`config.mk`:
```
export PLATFORM = sky130hd
export DESIGN_NAME = asdc_top
export DESIGN_NICKNAME = d
export VERILOG_FILES = /design/src/include/asdc_pkg.sv /design/src/logic/asdc_start_timer.sv /design/src/logic/asdc_top.sv /design/src/logic/asdc_trim_corr.sv
export SDC_FILE = /design/constraint.sdc
export NUM_CORES = 1
export LEC_CHECK = 0
export BUFFER_PORTS_ARGS = -buffer_cell sky130_fd_sc_hd__clkbuf_2
export CORE_MARGIN = 5
export CORE_UTILIZATION = 60
export DETAILED_ROUTE_END_ITERATION = 16
export HOLD_SLACK_MARGIN = 0.05
export PLACE_DENSITY = 0.9
export SYNTH_ARGS = -nofsm -noshare
export SYNTH_HDL_FRONTEND = slang
export SYNTH_SLANG_ARGS = --single-unit
```
`constraint.sdc`:
```
create_clock -name i_clk -period 11.85 [get_ports i_clk]
set_clock_uncertainty 0.2 [all_clocks]
set_input_delay 1.7775 -clock i_clk [delete_from_list [all_inputs] [get_ports i_clk]]
set_output_delay 1.7775 -clock i_clk [all_outputs]
set_load 0.01 [all_outputs]
```
`src/include/asdc_pkg.sv`:
```
// ------------------------------------------------------------
// Register map, fields and types
// ------------------------------------------------------------
package asdc_pkg;
  localparam int ADDR_W = 16;
  localparam int DATA_W = 8;
  // Register offsets
  localparam logic [15:0] ADR_DLY_CFG = 16'h0008;
  localparam logic [15:0] ADR_MGAIN_LO = 16'h001b;
  localparam logic [15:0] ADR_MGAIN_OFS = 16'h001c;
  localparam logic [15:0] ADR_AGAIN_LO = 16'h001d;
  localparam logic [15:0] ADR_AGAIN_OFS = 16'h001e;
  localparam logic [15:0] ADR_CTRL = 16'h0040;
  localparam logic [15:0] ADR_STAT = 16'h0041;
  localparam logic [7:0] RST_BYTE = 8'h00;
  // Field layout
  localparam int DLY_W = 6;
  localparam int DLY_LSB = 0;
  localparam int GAIN_W = 9;
  localparam int GAIN_LO_W = 8;
  localparam int GAIN_TOP_BIT = 7;
  localparam int OFS_W = 7;
  localparam int OFS_LSB = 0;
  localparam int GAIN_FRAC = 15;
  localparam int CTRL_GO_BIT = 0;
  localparam int STAT_BUSY_BIT = 0;
  localparam int STAT_LOADED_BIT = 1;
  // Timing
  localparam int CLK_PERIOD_NS = 10;
  localparam int DLY_STEP_US = 5;
  localparam int DLY_MAX_US = 200;
  localparam int DLY_STEP_NS = DLY_STEP_US * 1000;
  localparam int DLY_STEP_CYC = DLY_STEP_NS / CLK_PERIOD_NS;
  localparam logic [5:0] DLY_MAX_CODE = 6'(DLY_MAX_US / DLY_STEP_US);
  // Types
  typedef struct packed {
    logic [GAIN_W-1:0] gain;
    logic [OFS_W-1:0] offset;
  } asdc_trim_t;
  typedef struct packed {
    logic [ADDR_W-1:0] addr;
    logic [DATA_W-1:0] wdata;
    logic wr;
    logic rd;
  } asdc_bus_req_t;
  typedef enum logic {TMR_IDLE, TMR_WAIT} asdc_tmr_st_t;
  typedef enum logic {LD_WAIT, LD_DONE} asdc_ld_st_t;
endpackage

```
`src/logic/asdc_start_timer.sv`:
```
`timescale 1ns/1ns
// ------------------------------------------------------------
// Start delay timer
// ------------------------------------------------------------
module asdc_start_timer #(
  parameter int STEP_CYC = asdc_pkg::DLY_STEP_CYC
) (
  input wire logic i_clk,
  input wire logic i_rst_b,
  input wire logic i_go,
  input wire logic [5:0] i_code,
  output logic o_busy,
  output logic o_start
);
  localparam int STEP_W = $clog2(STEP_CYC + 1);
  localparam logic [STEP_W-1:0] STEP_RLD = STEP_W'(STEP_CYC - 1);

  typedef struct packed {
    asdc_pkg::asdc_tmr_st_t st;
    logic [STEP_W-1:0] step;
    logic [5:0] left;
    logic start;
  } asdc_tmr_state_t;

  asdc_tmr_state_t s_q, s_d;
  logic [5:0] eff_code;

  // Out-of-range codes mean no wait
  assign eff_code = (i_code > asdc_pkg::DLY_MAX_CODE) ? 6'h00 : i_code;

  // Counts code steps of one step period each
  always_comb begin
    s_d = s_q;
    s_d.start = 1'b0;
    case (s_q.st)
      asdc_pkg::TMR_IDLE: begin
        // Go while waiting is dropped, not queued
        if (i_go) begin
          if (eff_code == 6'h00) begin
            s_d.start = 1'b1;
          end else begin
            s_d.st = asdc_pkg::TMR_WAIT;
            s_d.left = eff_code;
            s_d.step = STEP_RLD;
          end
        end
      end
      asdc_pkg::TMR_WAIT: begin
        if (s_q.step == '0) begin
          if (s_q.left == 6'h01) begin
            s_d.start = 1'b1;
            s_d.st = asdc_pkg::TMR_IDLE;
          end else begin
            s_d.left = s_q.left - 6'h01;
            s_d.step = STEP_RLD;
          end
        end else begin
          s_d.step = s_q.step - STEP_W'(1);
        end
      end
      default: s_d.st = asdc_pkg::TMR_IDLE;
    endcase
  end

  // State register
  always_ff @(posedge i_clk or negedge i_rst_b) begin
    if (!i_rst_b) begin
      s_q <= '{asdc_pkg::TMR_IDLE, '0, 6'h00, 1'b0};
    end else begin
      s_q <= s_d;
    end
  end

  assign o_busy = (s_q.st == asdc_pkg::TMR_WAIT);
  assign o_start = s_q.start;
endmodule // asdc_start_timer

```
`src/logic/asdc_top.sv`:
```
// Operation
// - Go bit write delays enabling main and current-sense converters by programmed delay.
// - Six-bit delay code selects 0 to 200 us in 5 us steps.
// - Codes beyond the range mean zero delay.
// - Main gain trim is nine bits: low byte plus one top bit.
// - Main gain top bit sits in bit 7 beside the main offset.
// - Each reset copies stored gain trims from OTP into gain registers.
// - Each reset copies stored offset trims from OTP into offset fields.
// - Trims are applied automatically to every raw conversion result.
// - Main offset trim is seven bits in bits 6 to 0.
// - Aux gain low byte fills a whole register, same range as main.
// - Aux gain top bit in bit 7 of next register, beside aux offset.
//
// Local design decision: the plain strobed port.
`timescale 1ns/1ns
module asdc_top #(
  parameter int DLY_STEP_CYCLES = asdc_pkg::DLY_STEP_CYC,
  parameter int RAW_W = 16,
  parameter int OFS_SHL = 0
) (
  input wire logic i_clk,
  input wire logic i_rst_b,
  input wire asdc_pkg::asdc_bus_req_t i_bus,
  output logic [asdc_pkg::DATA_W-1:0] o_rdata,
  input wire logic i_otp_vld,
  input wire asdc_pkg::asdc_trim_t i_otp_main,
  input wire asdc_pkg::asdc_trim_t i_otp_aux,
  input wire logic [RAW_W-1:0] i_main_raw,
  input wire logic i_main_raw_vld,
  input wire logic [RAW_W-1:0] i_aux_raw,
  input wire logic i_aux_raw_vld,
  output logic o_main_cs_start,
  output logic o_dly_busy,
  output logic o_trim_loaded,
  output asdc_pkg::asdc_trim_t o_main_trim,
  output asdc_pkg::asdc_trim_t o_aux_trim,
  output logic [RAW_W-1:0] o_main_res,
  output logic o_main_res_vld,
  output logic [RAW_W-1:0] o_aux_res,
  output logic o_aux_res_vld
);

  // ------------------------------------------------------------
  // State
  // ------------------------------------------------------------
  typedef struct packed {
    logic [7:0] dly_cfg;
    logic [7:0] mgain_lo;
    logic [7:0] mgain_ofs;
    logic [7:0] again_lo;
    logic [7:0] again_ofs;
    logic [7:0] rdata;
    asdc_pkg::asdc_ld_st_t ld_st;
  } asdc_top_state_t;

  asdc_top_state_t s_q, s_d;
  logic wr_hit_ctrl;
  logic go;
  logic tmr_busy;
  logic tmr_start;
  logic [7:0] stat_byte;
  logic [7:0] rd_mux;
  asdc_pkg::asdc_trim_t main_trim;
  asdc_pkg::asdc_trim_t aux_trim;

  // ------------------------------------------------------------
  // Go command decode
  // ------------------------------------------------------------
  // Self-clearing: the go bit is never stored
  assign wr_hit_ctrl = i_bus.wr && (i_bus.addr == asdc_pkg::ADR_CTRL);
  assign go = wr_hit_ctrl && i_bus.wdata[asdc_pkg::CTRL_GO_BIT];

  // ------------------------------------------------------------
  // Trim assembly
  // ------------------------------------------------------------
  // Top bit joins the low byte to form nine-bit gains
  assign main_trim.gain = {s_q.mgain_ofs[asdc_pkg::GAIN_TOP_BIT],
    s_q.mgain_lo};
  assign main_trim.offset =
    s_q.mgain_ofs[asdc_pkg::OFS_LSB +: asdc_pkg::OFS_W];
  assign aux_trim.gain = {s_q.again_ofs[asdc_pkg::GAIN_TOP_BIT],
    s_q.again_lo};
  assign aux_trim.offset =
    s_q.again_ofs[asdc_pkg::OFS_LSB +: asdc_pkg::OFS_W];

  // ------------------------------------------------------------
  // Read path
  // ------------------------------------------------------------
  // Status byte: timer busy and trim load done
  always_comb begin
    stat_byte = 8'h00;
    stat_byte[asdc_pkg::STAT_BUSY_BIT] = tmr_busy;
    stat_byte[asdc_pkg::STAT_LOADED_BIT] = (s_q.ld_st == asdc_pkg::LD_DONE);
  end

  // Unmapped and control addresses read as zero
  always_comb begin
    case (i_bus.addr)
      asdc_pkg::ADR_DLY_CFG: rd_mux = s_q.dly_cfg;
      asdc_pkg::ADR_MGAIN_LO: rd_mux = s_q.mgain_lo;
      asdc_pkg::ADR_MGAIN_OFS: rd_mux = s_q.mgain_ofs;
      asdc_pkg::ADR_AGAIN_LO: rd_mux = s_q.again_lo;
      asdc_pkg::ADR_AGAIN_OFS: rd_mux = s_q.again_ofs;
      asdc_pkg::ADR_STAT: rd_mux = stat_byte;
      default: rd_mux = 8'h00;
    endcase
  end

  // ------------------------------------------------------------
  // Next state
  // ------------------------------------------------------------
  always_comb begin
    s_d = s_q;
    // Read data live one cycle only, zero otherwise
    s_d.rdata = i_bus.rd ? rd_mux : 8'h00;
    // Host writes to the register bank
    if (i_bus.wr) begin
      case (i_bus.addr)
        asdc_pkg::ADR_DLY_CFG: s_d.dly_cfg = i_bus.wdata;
        asdc_pkg::ADR_MGAIN_LO: s_d.mgain_lo = i_bus.wdata;
        asdc_pkg::ADR_MGAIN_OFS: s_d.mgain_ofs = i_bus.wdata;
        asdc_pkg::ADR_AGAIN_LO: s_d.again_lo = i_bus.wdata;
        asdc_pkg::ADR_AGAIN_OFS: s_d.again_ofs = i_bus.wdata;
        default: s_d.dly_cfg = s_q.dly_cfg;
      endcase
    end
    // OTP copy after reset; it overrides a host write in the same cycle
    case (s_q.ld_st)
      asdc_pkg::LD_WAIT: begin
        if (i_otp_vld) begin
          s_d.mgain_lo = i_otp_main.gain[asdc_pkg::GAIN_LO_W-1:0];
          s_d.again_lo = i_otp_aux.gain[asdc_pkg::GAIN_LO_W-1:0];
          s_d.mgain_ofs = {i_otp_main.gain[asdc_pkg::GAIN_LO_W],
            i_otp_main.offset};
          s_d.again_ofs = {i_otp_aux.gain[asdc_pkg::GAIN_LO_W],
            i_otp_aux.offset};
          s_d.ld_st = asdc_pkg::LD_DONE;
        end
      end
      asdc_pkg::LD_DONE: s_d.ld_st = asdc_pkg::LD_DONE;
      default: s_d.ld_st = asdc_pkg::LD_WAIT;
    endcase
  end

  // ------------------------------------------------------------
  // State register
  // ------------------------------------------------------------
  // Zero reset means no correction until OTP arrives
  always_ff @(posedge i_clk or negedge i_rst_b) begin
    if (!i_rst_b) begin
      s_q <= '{asdc_pkg::RST_BYTE, asdc_pkg::RST_BYTE, asdc_pkg::RST_BYTE,
        asdc_pkg::RST_BYTE, asdc_pkg::RST_BYTE, asdc_pkg::RST_BYTE,
        asdc_pkg::LD_WAIT};
    end else begin
      s_q <= s_d;
    end
  end

  // ------------------------------------------------------------
  // Start delay timer
  // ------------------------------------------------------------
  // Shared by main and current-sense converters
  asdc_start_timer #(
    .STEP_CYC(DLY_STEP_CYCLES)
  ) u_timer (
    .i_clk(i_clk),
    .i_rst_b(i_rst_b),
    .i_go(go),
    .i_code(s_q.dly_cfg[asdc_pkg::DLY_LSB +: asdc_pkg::DLY_W]),
    .o_busy(tmr_busy),
    .o_start(tmr_start)
  );

  // ------------------------------------------------------------
  // Result correction
  // ------------------------------------------------------------
  // Corrections follow live register contents
  asdc_trim_corr #(
    .RAW_W(RAW_W),
    .OFS_SHL(OFS_SHL)
  ) u_main_corr (
    .i_clk(i_clk),
    .i_rst_b(i_rst_b),
    .i_raw(i_main_raw),
    .i_vld(i_main_raw_vld),
    .i_trim(main_trim),
    .o_res(o_main_res),
    .o_vld(o_main_res_vld)
  );

  asdc_trim_corr #(
    .RAW_W(RAW_W),
    .OFS_SHL(OFS_SHL)
  ) u_aux_corr (
    .i_clk(i_clk),
    .i_rst_b(i_rst_b),
    .i_raw(i_aux_raw),
    .i_vld(i_aux_raw_vld),
    .i_trim(aux_trim),
    .o_res(o_aux_res),
    .o_vld(o_aux_res_vld)
  );

  // ------------------------------------------------------------
  // Outputs
  // ------------------------------------------------------------
  assign o_rdata = s_q.rdata;
  assign o_main_cs_start = tmr_start;
  assign o_dly_busy = tmr_busy;
  assign o_trim_loaded = (s_q.ld_st == asdc_pkg::LD_DONE);
  assign o_main_trim = main_trim;
  assign o_aux_trim = aux_trim;
endmodule // asdc_top

```
`src/logic/asdc_trim_corr.sv`:
```
`timescale 1ns/1ns
// ------------------------------------------------------------
// Gain and offset correction of one result stream
// ------------------------------------------------------------
module asdc_trim_corr #(
  parameter int RAW_W = 16,
  parameter int OFS_SHL = 0
) (
  input wire logic i_clk,
  input wire logic i_rst_b,
  input wire logic [RAW_W-1:0] i_raw,
  input wire logic i_vld,
  input wire asdc_pkg::asdc_trim_t i_trim,
  output logic [RAW_W-1:0] o_res,
  output logic o_vld
);
  localparam int PW = RAW_W + asdc_pkg::GAIN_W + 2;
  localparam logic signed [PW-1:0] MAXV = PW'((2 ** (RAW_W - 1)) - 1);
  localparam logic signed [PW-1:0] MINV = -MAXV - PW'(1);

  typedef struct packed {
    logic [RAW_W-1:0] res;
    logic vld;
  } asdc_corr_state_t;

  asdc_corr_state_t s_q, s_d;
  logic signed [PW-1:0] prod;
  logic signed [PW-1:0] sum;

  // Signed trims, so zero trims pass raw unchanged
  always_comb begin
    prod = $signed(i_raw) * $signed(i_trim.gain);
    sum = $signed(i_raw) + (prod >>> asdc_pkg::GAIN_FRAC)
      + ($signed(i_trim.offset) <<< OFS_SHL);
    s_d.vld = i_vld;
    s_d.res = s_q.res;
    // Saturate rather than wrap at full scale
    if (i_vld) begin
      if (sum > MAXV) begin
        s_d.res = MAXV[RAW_W-1:0];
      end else if (sum < MINV) begin
        s_d.res = MINV[RAW_W-1:0];
      end else begin
        s_d.res = sum[RAW_W-1:0];
      end
    end
  end

  // Result register
  always_ff @(posedge i_clk or negedge i_rst_b) begin
    if (!i_rst_b) begin
      s_q <= '0;
    end else begin
      s_q <= s_d;
    end
  end

  assign o_res = s_q.res;
  assign o_vld = s_q.vld;
endmodule // asdc_trim_corr

```
== After elaboration in Yosys (flattened, before gate mapping) ==
Index checks and enable logic that the tools add are counted.

* Add/subtract/negate cells: 6
* Multipliers: 2
* Order comparisons: 5
* Equal/unequal tests: 13
* Muxes and demuxes: 26
* Bitwise gates (word level): 2
* Reductions and logical operators: 7

{| class="wikitable"
|+ Operators by type and width
! kind !! number
|-
| $mux 32 || 3
|-
| $mux 16 || 5
|-
| $eq 16x5->1 const B || 4
|-
| $gt 27x16->1 const B || 2
|-
| $lt 27x16->1 const B || 2
|-
| $mul 16x9->25 || 2
|-
| $pmux 8 s6 || 1
|-
| $mux 8 || 5
|-
| $add 17x7->18 || 2
|-
| $add 16x10->17 || 2
|-
| $pmux 17 s2 || 1
|-
| $eq 16x7->1 const B || 2
|-
| $mux 17 || 1
|-
| $eq 16x4->1 const B || 1
|-
| $mux 15 || 1
|-
| $logic_not 9->1 || 1
|-
| $mux 9 || 1
|-
| $sub 9x1->9 const B || 1
|-
| $ne 2x2->1 const B || 4
|-
| $mux 7 || 1
|-
| $eq 6x1->1 const B || 1
|-
| $gt 6x6->1 const B || 1
|-
| $logic_not 6->1 || 1
|-
| $mux 6 || 1
|-
| 9 further kinds || 15
|}

* Flip-flop bits (word level): 100
* Bits of input ports: 95
* Output and inout bits: 77
* Logic and storage cells: 76

== Longest topological paths before layout ==
Gate-level depths: netlist of the first run.

* Depth after elaboration: 6
* Depth in mapped cells: 32
* Depth with buffers taken out: 29

== By module ==
From an unflattened synthesis of the first run, not the netlist that was laid out.

* Cell total of the unflattened synthesis: 1793
* Area total of the unflattened synthesis: 16891.2 sq um

{| class="wikitable"
|+ By module, submodules not included
! module !! times used !! cells each !! area each (sq um) !! sequential area each (sq um)
|-
| asdc_trim_corr (u_aux_corr) || 1 || 677 || 6465.0 || 425.4
|-
| asdc_trim_corr (u_main_corr) || 1 || 672 || 6392.4 || 425.4
|-
| asdc_top || 1 || 322 || 2910.3 || 1226.2
|-
| asdc_start_timer || 1 || 122 || 1123.6 || 425.4
|}

== Least setup slack after synthesis of the first run ==
OpenSTA, ideal clock, no wires.

* Path type: input to register
* Start: input port i_main_raw[1]
* End: register u_main_corr.s_q (netlist bit u_main_corr.o_res[10])
* Setup time: 0.135 ns
* Arrival: 9.329 ns
* Data required time: 11.515 ns
* Setup slack: 2.187 ns
* Stages on the path: 28
* Buffers on the path: 3
* Cell sequence: clkbuf_1 -> nand2_1 -> fa_1 -> fa_1 -> inv_1 -> fa_1 -> fa_1 -> fa_1 -> ha_1 -> o21ai_0 -> o21ai_0 -> o221ai_1 -> o22ai_1 -> a211o_1 -> a211oi_1 -> nor3_1 -> xnor2_1 -> fa_1 -> ha_1 -> buf_2 -> nand2_1 -> or3_1 -> o31ai_1 -> mux2i_1 -> nand3_1 -> a21oi_1 -> buf_2 -> o31ai_1

* Longest elaborated chain between the ends: 6
* Elaborated cells on any way between the ends: 7
* Those cells by class: add/sub: 2; mul: 1; order compare: 2; mux: 2

{| class="wikitable"
|+ RTL lines
! what !! RTL line !! text
|-
| from (decl) || asdc_top.sv:28 || <nowiki>input wire logic [RAW_W-1:0] i_main_raw,</nowiki>
|-
| $mul 16x9->25 || asdc_trim_corr.sv:32 || <nowiki>prod = $signed(i_raw) * $signed(i_trim.gain);</nowiki>
|-
| $add 16x10->17 * || asdc_trim_corr.sv:33 || <nowiki>sum = $signed(i_raw) + (prod >>> asdc_pkg::GAIN_FRAC)</nowiki>
|-
| $add 17x7->18 * || asdc_trim_corr.sv:34 || <nowiki>+ ($signed(i_trim.offset) <<< OFS_SHL);</nowiki>
|-
| $lt 27x16->1 || asdc_trim_corr.sv:41 || <nowiki>end else if (sum < MINV) begin</nowiki>
|-
| $mux 16 || asdc_trim_corr.sv:41 ||
|-
| $mux 16 * || asdc_trim_corr.sv:39 || <nowiki>if (sum > MAXV) begin</nowiki>
|-
| to (signal assigned) || asdc_trim_corr.sv:52 || <nowiki>s_q <= '0;</nowiki>
|-
| to (signal assigned) || asdc_trim_corr.sv:54 || <nowiki>s_q <= s_d;</nowiki>
|-
| to (decl) || asdc_trim_corr.sv:26 || <nowiki>asdc_corr_state_t s_q, s_d;</nowiki>
|}

Mark *: on every way between the ends. The rest lies on a longest branch, timed or not.
A chain may end at the register's enable or synchronous reset.

== Worst setup path after layout of the first run ==
* Start: input port i_main_raw[0]
* End: register u_main_corr.s_q (netlist bit u_main_corr.o_res[0])

The elaborated chain is that of the path after synthesis.

==> impl_metrics.yaml, run 1 <==
cells_and_area:
  fin_util_pct: 64.68
  area_of_the_multi_input_gates_mm2: 0.01248
  final_nets: 2307
  register_area_mm2: 0.002502
  final.fill_count: 2030
  syn_to_final_growth_pct: 6.344
  insertedDiodeCount: 0
  post_route_cells_drive_above_1_share_pct: 12.21
min_path:
  holdCritPathClass: "flip-flop to flip-flop"
critical_path:
  worst_path_most_repeated_cell: "fa_1"
  path_delay_family: "adder cells"
  timing.critical_path.slowest_cell_delay_ps: 820
  crit_buf_inv: 2
  timing.critical_path.fanout_max: 12
  cp-start-kind: "input port"
  cpMaxStageDelayCell: "a21oi_1"
  cp_data_arrival_time_ps: 10650
  critPathCaptureType: "flip-flop"
  critPathRequiredTime_ps: 11860
  path_class: "input port to flip-flop"
die:
  io_pins: 172
  die_height_um: 175.3
  start_util_pct: 60.82
  design.core.area_mm2: 0.02695
  floorplan.die.width_um: 175.3
  full_die_area_mm2: 0.03072
  rows: 60
synth:
  distinct_cells_synth: 73
  synthesis.instances: 1733
  syn_area_mm2: 0.01639
  netlist.area_leader.share_pct: 32.98
  post_synth_edffs: 0
  yosys.cell_count.top_type: "fa_1"
  synth.ff_latch_count: 100
  post_synth_main_area_contributors: "fa_1, dfrtp_1, ha_1"
  syn_nets: 2227
  ys_async_sr_fraction_pct: 100.0
  synth_largest_area_cell: "fa_1"
  ys_warn_count: 0
  synth.yosys.seq_area_share_pct: 15.27
  yosys-top-cells-count: "fa_1, inv_1, nand2_1, and2_1, ha_1"
  post_synth.cell_area_avg_um2: 9.458
  dominantRegCellSynth: "dfrtp_1"
route:
  drt-initial-drc-count: 1015
  routed-wl-met2_um: 21460
  dr_total_vias: 13300
  routed_wirelength_um: 44160
  viasPerCell: 6.160
  post_dr_wirelength_cell_um: 20.45
  met3_length_um: 4521
  drc_errors: 0
  highest-signal-layer: "met4"
  drt_pre_antenna_iters: 5
  detail_route.wirelength.met1_um: 16280
  drt_antenna_net_count: 0
cts:
  clock_latency_ps: 370
  htree_levels: 3
  cts_resized: 0
  max-clock-path-buffers: 2
  cts.hold.buffers_added: 0
  cts.reportedPaths.clkPinSlew_ps: 80
  cts.repair_timing.setup_buffer_count: 0
  tritoncts: "yes"
  clk_root_buffer_cell: "clkbuf_16"
  cts_buffers: 9
  clock_sinks: 100
placement:
  gp_congestion: 0.9272
  portBuffers: 171
  detailed_place_hpwl_um: 34400
global_routing:
  grt_start_max_net_pins: 65
  first_global_vias: 14030
  global_route_wire_length_before_repair_um: 71780
  grt_antenna_before_repair: 0
  grt_residual_overflow: 0
  grtUsageTotal_pct: 29.19
sta:
  post-route-min-period_ps: 10640
  grt_setup_unrepaired: "no"
  number_of_hold_violations_in_the_final_report: 0
  final.setup.tns_ps: 0
  worstMarginPinSlew_ps: 957.3
  fin_hold_ws_ps: 289.8
  max_freq_mhz: 93.96
  maxSlewViolCount: 0
  post-route-period-util_pct: 89.82
  timing.max_slew.rel_slack_pct: 36.18
  setup_viol: 0
outcome:
  run_status: "completed"
run:
  maxCapViolCount: 0
==> layer usage <==
metal,up-vias,GRT usage (%)
met5,-,0
met4,0,12.27
met3,152,6.866
met2,744,48.49
met1,6620,36.93
li1,5784,-
==> path summary, 6_finish.rpt <==
path | startpoint | endpoint | slack, ps | depth (start not counted)
worst max-delay path | i_main_raw[0] | u_main_corr.o_res[0] | 1210 | 26
worst min-delay path | u_main_corr.o_res[10] | u_main_corr.o_res[10] | 290 | 2
worst max register to register | o_main_trim[15] | u_main_corr.o_res[0] | 1860 | 25
worst min register to register | u_main_corr.o_res[10] | u_main_corr.o_res[10] | 290 | 2
max in group asynchronous | i_rst_b | u_main_corr.o_res[0] | 9060 | 2
min in group asynchronous | i_rst_b | u_timer.s_q[10] | 1170 | 1
==> state kept, by name, indices dropped and copies added, names as in the netlist <==
name	count
o_aux_trim	16
o_main_trim	16
u_aux_corr.o_res	16
u_main_corr.o_res	16
u_timer.s_q	15
o_rdata	8
s_q	8
o_trim_loaded	1
u_aux_corr.o_vld	1
u_main_corr.o_vld	1
u_timer.o_busy	1
u_timer.o_start	1
==> logic make-up (layout without fill, tap and decap cells) <==
logic type	count (synthesis)	in the layout	synth area share (%)
and+or+nand+nor	535	535	16.07
adders and majority gates	399	399	42.82
buffers and inverters	325	410	8.656
AOI/OAI and AO/OA	272	272	11.36
DFF	100	100	15.27
xor gates and xnor gates	61	61	3.260
muxes	41	41	2.565
==> placed cells by master (no fill, tap or decap), types with 4 or more instances in the layout <==
cell type,count
or4_1,4
nand2b_1,10
o21bai_1,6
xor2_1,19
a22oi_1,7
ha_1,129
a211oi_1,17
a31oi_1,4
o21ai_0,69
o211ai_1,6
and3_1,12
a21o_1,20
nand2_1,204
nor2b_1,8
nor2_1,90
buf_4,5
mux2i_1,33
o31ai_1,15
inv_1,218
or3_1,5
nor3_1,15
nand4_1,9
o22ai_1,11
fa_1,270
nor3b_1,4
dfrtp_1,100
clkbuf_16,9
xnor2_1,42
o22ai_2,7
a222oi_1,9
a311oi_1,4
nand3_1,16
a21oi_1,60
clkbuf_2,170
o41ai_1,4
mux2_2,8
or2_2,5
and2_1,135
a211o_1,4
o21a_1,6
==> per-stage QoR <==
step                instances  area (µm²)  setup slack [ps]
floorplan                1733       16390              2187
CTS                      2159       17430              1356
global placement         2143       17120              1191
global route             2159       17430             624.6
detailed placement       2143       17120              1009
finish                   2159       17430              1207
==> worst register-to-register path, cell delays in order, from the launching register on <==
cell,delay (ps)
dfrtp_1,720
inv_1,440
nor2_1,300
fa_1,470
fa_1,560
fa_1,560
fa_1,520
ha_1,310
ha_1,320
nand4_1,110
nor4_1,50
o221ai_1,270
o22ai_1,230
a211o_1,360
a211oi_1,260
nor3_1,110
xnor2_1,700
fa_1,570
ha_1,410
nand2_1,130
or3_1,430
o31ai_1,320
mux2i_1,260
nand3_1,210
a21oi_1,820
o31ai_1,170
==> layout make-up <==
cell class                      count  share of cell area, %
Multi-Input combinational cell   1308                  71.58
Sequential cell                   100                  14.36
Timing Repair Buffer              175                  5.097
Inverter                          219                  4.716
Tap cell                          341                  2.448
Clock buffer                        9                  1.292
Clock inverter                      7                 0.5097
Power of run 1 is left out: the tool's default activity adds up to more than one toggle a clock period on the data nets, which glitch-free logic cannot reach.
==> inputs of run 2 (changes only) <==
SYNTH_HIERARCHICAL = 1   (was default)
==> run 2 against run 1 <==
Effect of this change: register-to-register slack gained 530 ps; flip-flop and latch count is the same; critical path type unchanged; synthesized area grew 3.1%; critical path depth grew 2; utilization is essentially flat; maximum frequency grew 4.4%; non-clock buffer count is the same; final cell count grew 4.1%; global-route usage grew 1.7 points.
==> impl_metrics.yaml, run 2 <==
run:
  maxCapViolCount: 0
cells_and_area:
  most-common-layout-cells: "fa_1, inv_1, clkbuf_2"
  final_nets: 2360
  leading_cell_type_in_the_layout_fill_and_taps_excluded: "fa_1"
  final.fill_count: 2162
  final_cell_count_no_fill: 2248
  area_of_the_multi_input_gates_mm2: 0.01300
  post_route_cells_drive_above_1_share_pct: 13.06
  syn_to_final_growth_pct: 6.400
  register_area_mm2: 0.002502
sta:
  timing.max_slew.rel_slack_pct: 24.50
  maxSlewViolCount: 0
  worstMarginPinSlew_ps: 1132
  number_of_hold_violations_in_the_final_report: 0
  post-route-min-period_ps: 10190
  setup_viol: 0
  setup_ws_ps: 1656
  final.setup.tns_ps: 0
  max_freq_mhz: 98.10
  grt_setup_unrepaired: "no"
  post-route-period-util_pct: 86.02
placement:
  portBuffers: 171
  gp_congestion: 0.9515
  detailed_place_hpwl_um: 37210
  place.detailed.instances: 2232
  dpl_worst_slack_ps: 1359
die:
  design.core.area_mm2: 0.02778
  rows: 61
  start_util_pct: 60.80
  io_pins: 172
  full_die_area_mm2: 0.03161
  floorplan.die.width_um: 177.8
  die_height_um: 177.8
route:
  viasPerCell: 6.331
  post_dr_wirelength_cell_um: 21.24
  drt-initial-drc-count: 1618
  drc_errors: 0
  drt_antenna_net_count: 0
  drt_pre_antenna_iters: 7
  dr_total_vias: 14230
  routed_wirelength_um: 47750
min_path:
  holdCritPathClass: "flip-flop to flip-flop"
  hold_path_startpoint: "u_main_corr/o_res[15]"
  min_delay_path_depth: 1
  holdPathEnd: "u_main_corr/o_res[15]"
global_routing:
  grtUsageTotal_pct: 30.88
  grt_residual_overflow: 0
  grt_start_max_net_pins: 84
  first_global_vias: 14910
  grt_antenna_before_repair: 1
  global_route_wire_length_before_repair_um: 76780
cts:
  tritoncts: "yes"
  clk_root_buffer_cell: "clkbuf_16"
  cts.hold.buffers_added: 0
  max-clock-path-buffers: 2
  cts_resized: 0
  cts.reportedPaths.clkPinSlew_ps: 60
  clock_sinks: 100
  cts.repair_timing.setup_buffer_count: 0
  htree_levels: 3
  cts_buffers: 9
  clock_latency_ps: 360
critical_path:
  cp_data_arrival_time_ps: 10270
  timing.critical_path.fanout_max: 14
  worstRegToRegCells: 27
  critical_path.reg2reg.startpoint: "o_main_trim[7]"
  r2r_slack_ps: 2390
  path_class: "input port to flip-flop"
  cp-start-kind: "input port"
  critPathCaptureType: "flip-flop"
  critPathRequiredTime_ps: 11930
  beginning_of_the_critical_path: "i_main_raw[7]"
  endpoint_of_the_worst_slack_reg_to_reg_timing_path: "u_main_corr/o_res[10]"
outcome:
  run_status: "completed"
synth:
  synth.yosys.seq_area_share_pct: 14.81
  ys_async_sr_fraction_pct: 100.0
  dominantRegCellSynth: "dfrtp_1"
  syn_nets: 2288
  distinct_cells_synth: 92
  yosys-top-cells-count: "fa_1, inv_1, nand2_1, and2_1, ha_1"
  netlist.area_leader.share_pct: 32.00
  post_synth_main_area_contributors: "fa_1, dfrtp_1, ha_1"
  ys_warn_count: 6
  syn_area_mm2: 0.01689
  yosys.cell_count.top_type: "fa_1"
  synth.ff_latch_count: 100
  post_synth.cell_area_avg_um2: 9.421
  synth_largest_area_cell: "fa_1"
  post_synth_edffs: 0
  synthesis.instances: 1793
==> run 2: cell count changes after synthesis, sizes merged, moves of 9 or more <==
cell,before,now
a21oi,60,78
a222oi,9,0
a22oi,7,31
a2bb2oi,1,11
a31oi,4,41
mux2i,33,3
nand2,204,161
nand3,17,26
nand4,9,32
o21a,6,16
o22ai,18,1
o2bb2ai,1,13
o31ai,15,5
==> run 2: layer usage <==
layer  share of wire (%)  vias up  global-route usage (%)
li1                    -     6122                       -
met5                   0        -                       0
met3                 9.8      212                   6.902
met1                  38     7007                   39.93
met4                 5.6        0                   15.34
met2                  47      892                   49.29
==> run 2: worst max-delay path by stage <==
stage	cells past startpoint	to	slack [ps]
2_1_floorplan	25	u_main_corr/o_res[10]	2210
3_3_place_gp	28	u_main_corr/o_res[10]	1660
3_5_place_dp	25	u_aux_corr/o_res[10]	1360
4_1_cts	28	u_main_corr/o_res[10]	1760
5_1_grt	28	u_main_corr/o_res[10]	1220
6_report	28	u_main_corr/o_res[10]	1660
==> run 2: worst max-delay path, stage by stage <==
cell	delay [ps]
clkbuf_2	250
nand2_1	140
fa_1	590
inv_1	60
fa_1	510
inv_1	70
fa_1	540
inv_1	50
fa_1	450
ha_1	300
ha_1	320
a21o_1	180
a21o_1	220
a2111oi_4	420
o32ai_2	190
or4_1	480
a31oi_1	260
xnor2_1	160
buf_4	230
fa_1	420
ha_1	380
a21o_1	250
a21o_1	180
a221oi_1	350
a21boi_1	190
o22ai_1	840
a2111oi_0	290
nor2_1	160
==> run 2: logic make-up (layout without fill, tap and decap cells) <==
group / after synthesis / count (layout) / synth area share, %
AOI/OAI and AO/OA: 360 / 360 / 14.90
other: 0 / 2 / 0
muxes: 12 / 12 / 0.8519
and+or+nand+nor: 543 / 543 / 16.76
buffers and inverters: 325 / 400 / 8.289
DFF: 100 / 100 / 14.81
xor gates and xnor gates: 53 / 53 / 2.748
adders and majority gates: 400 / 400 / 41.63
==> run 2: cell type report <==
| class | count | share of cell area, % |
|---|---|---|
| Clock inverter | 5 | 0.4804 |
| Multi-Input combinational cell | 1368 | 72.33 |
| Timing Repair Buffer | 175 | 4.943 |
| Antenna cell | 2 | 0.02785 |
| Sequential cell | 100 | 13.92 |
| Clock buffer | 9 | 1.253 |
| Tap cell | 378 | 2.632 |
| Inverter | 211 | 4.407 |
==> run 2: per-stage QoR <==
step           hold WS (ps)  utilization, %  area (µm²)
6_report              282.2           64.69       17970
5_1_grt               312.1           64.68       17970
4_1_cts               288.3           64.67       17970
3_5_place_dp          274.0           63.55       17660
3_3_place_gp          263.4           63.55       17660
2_1_floorplan         269.9               -       16890
Power of run 2 is left out for the same reason.
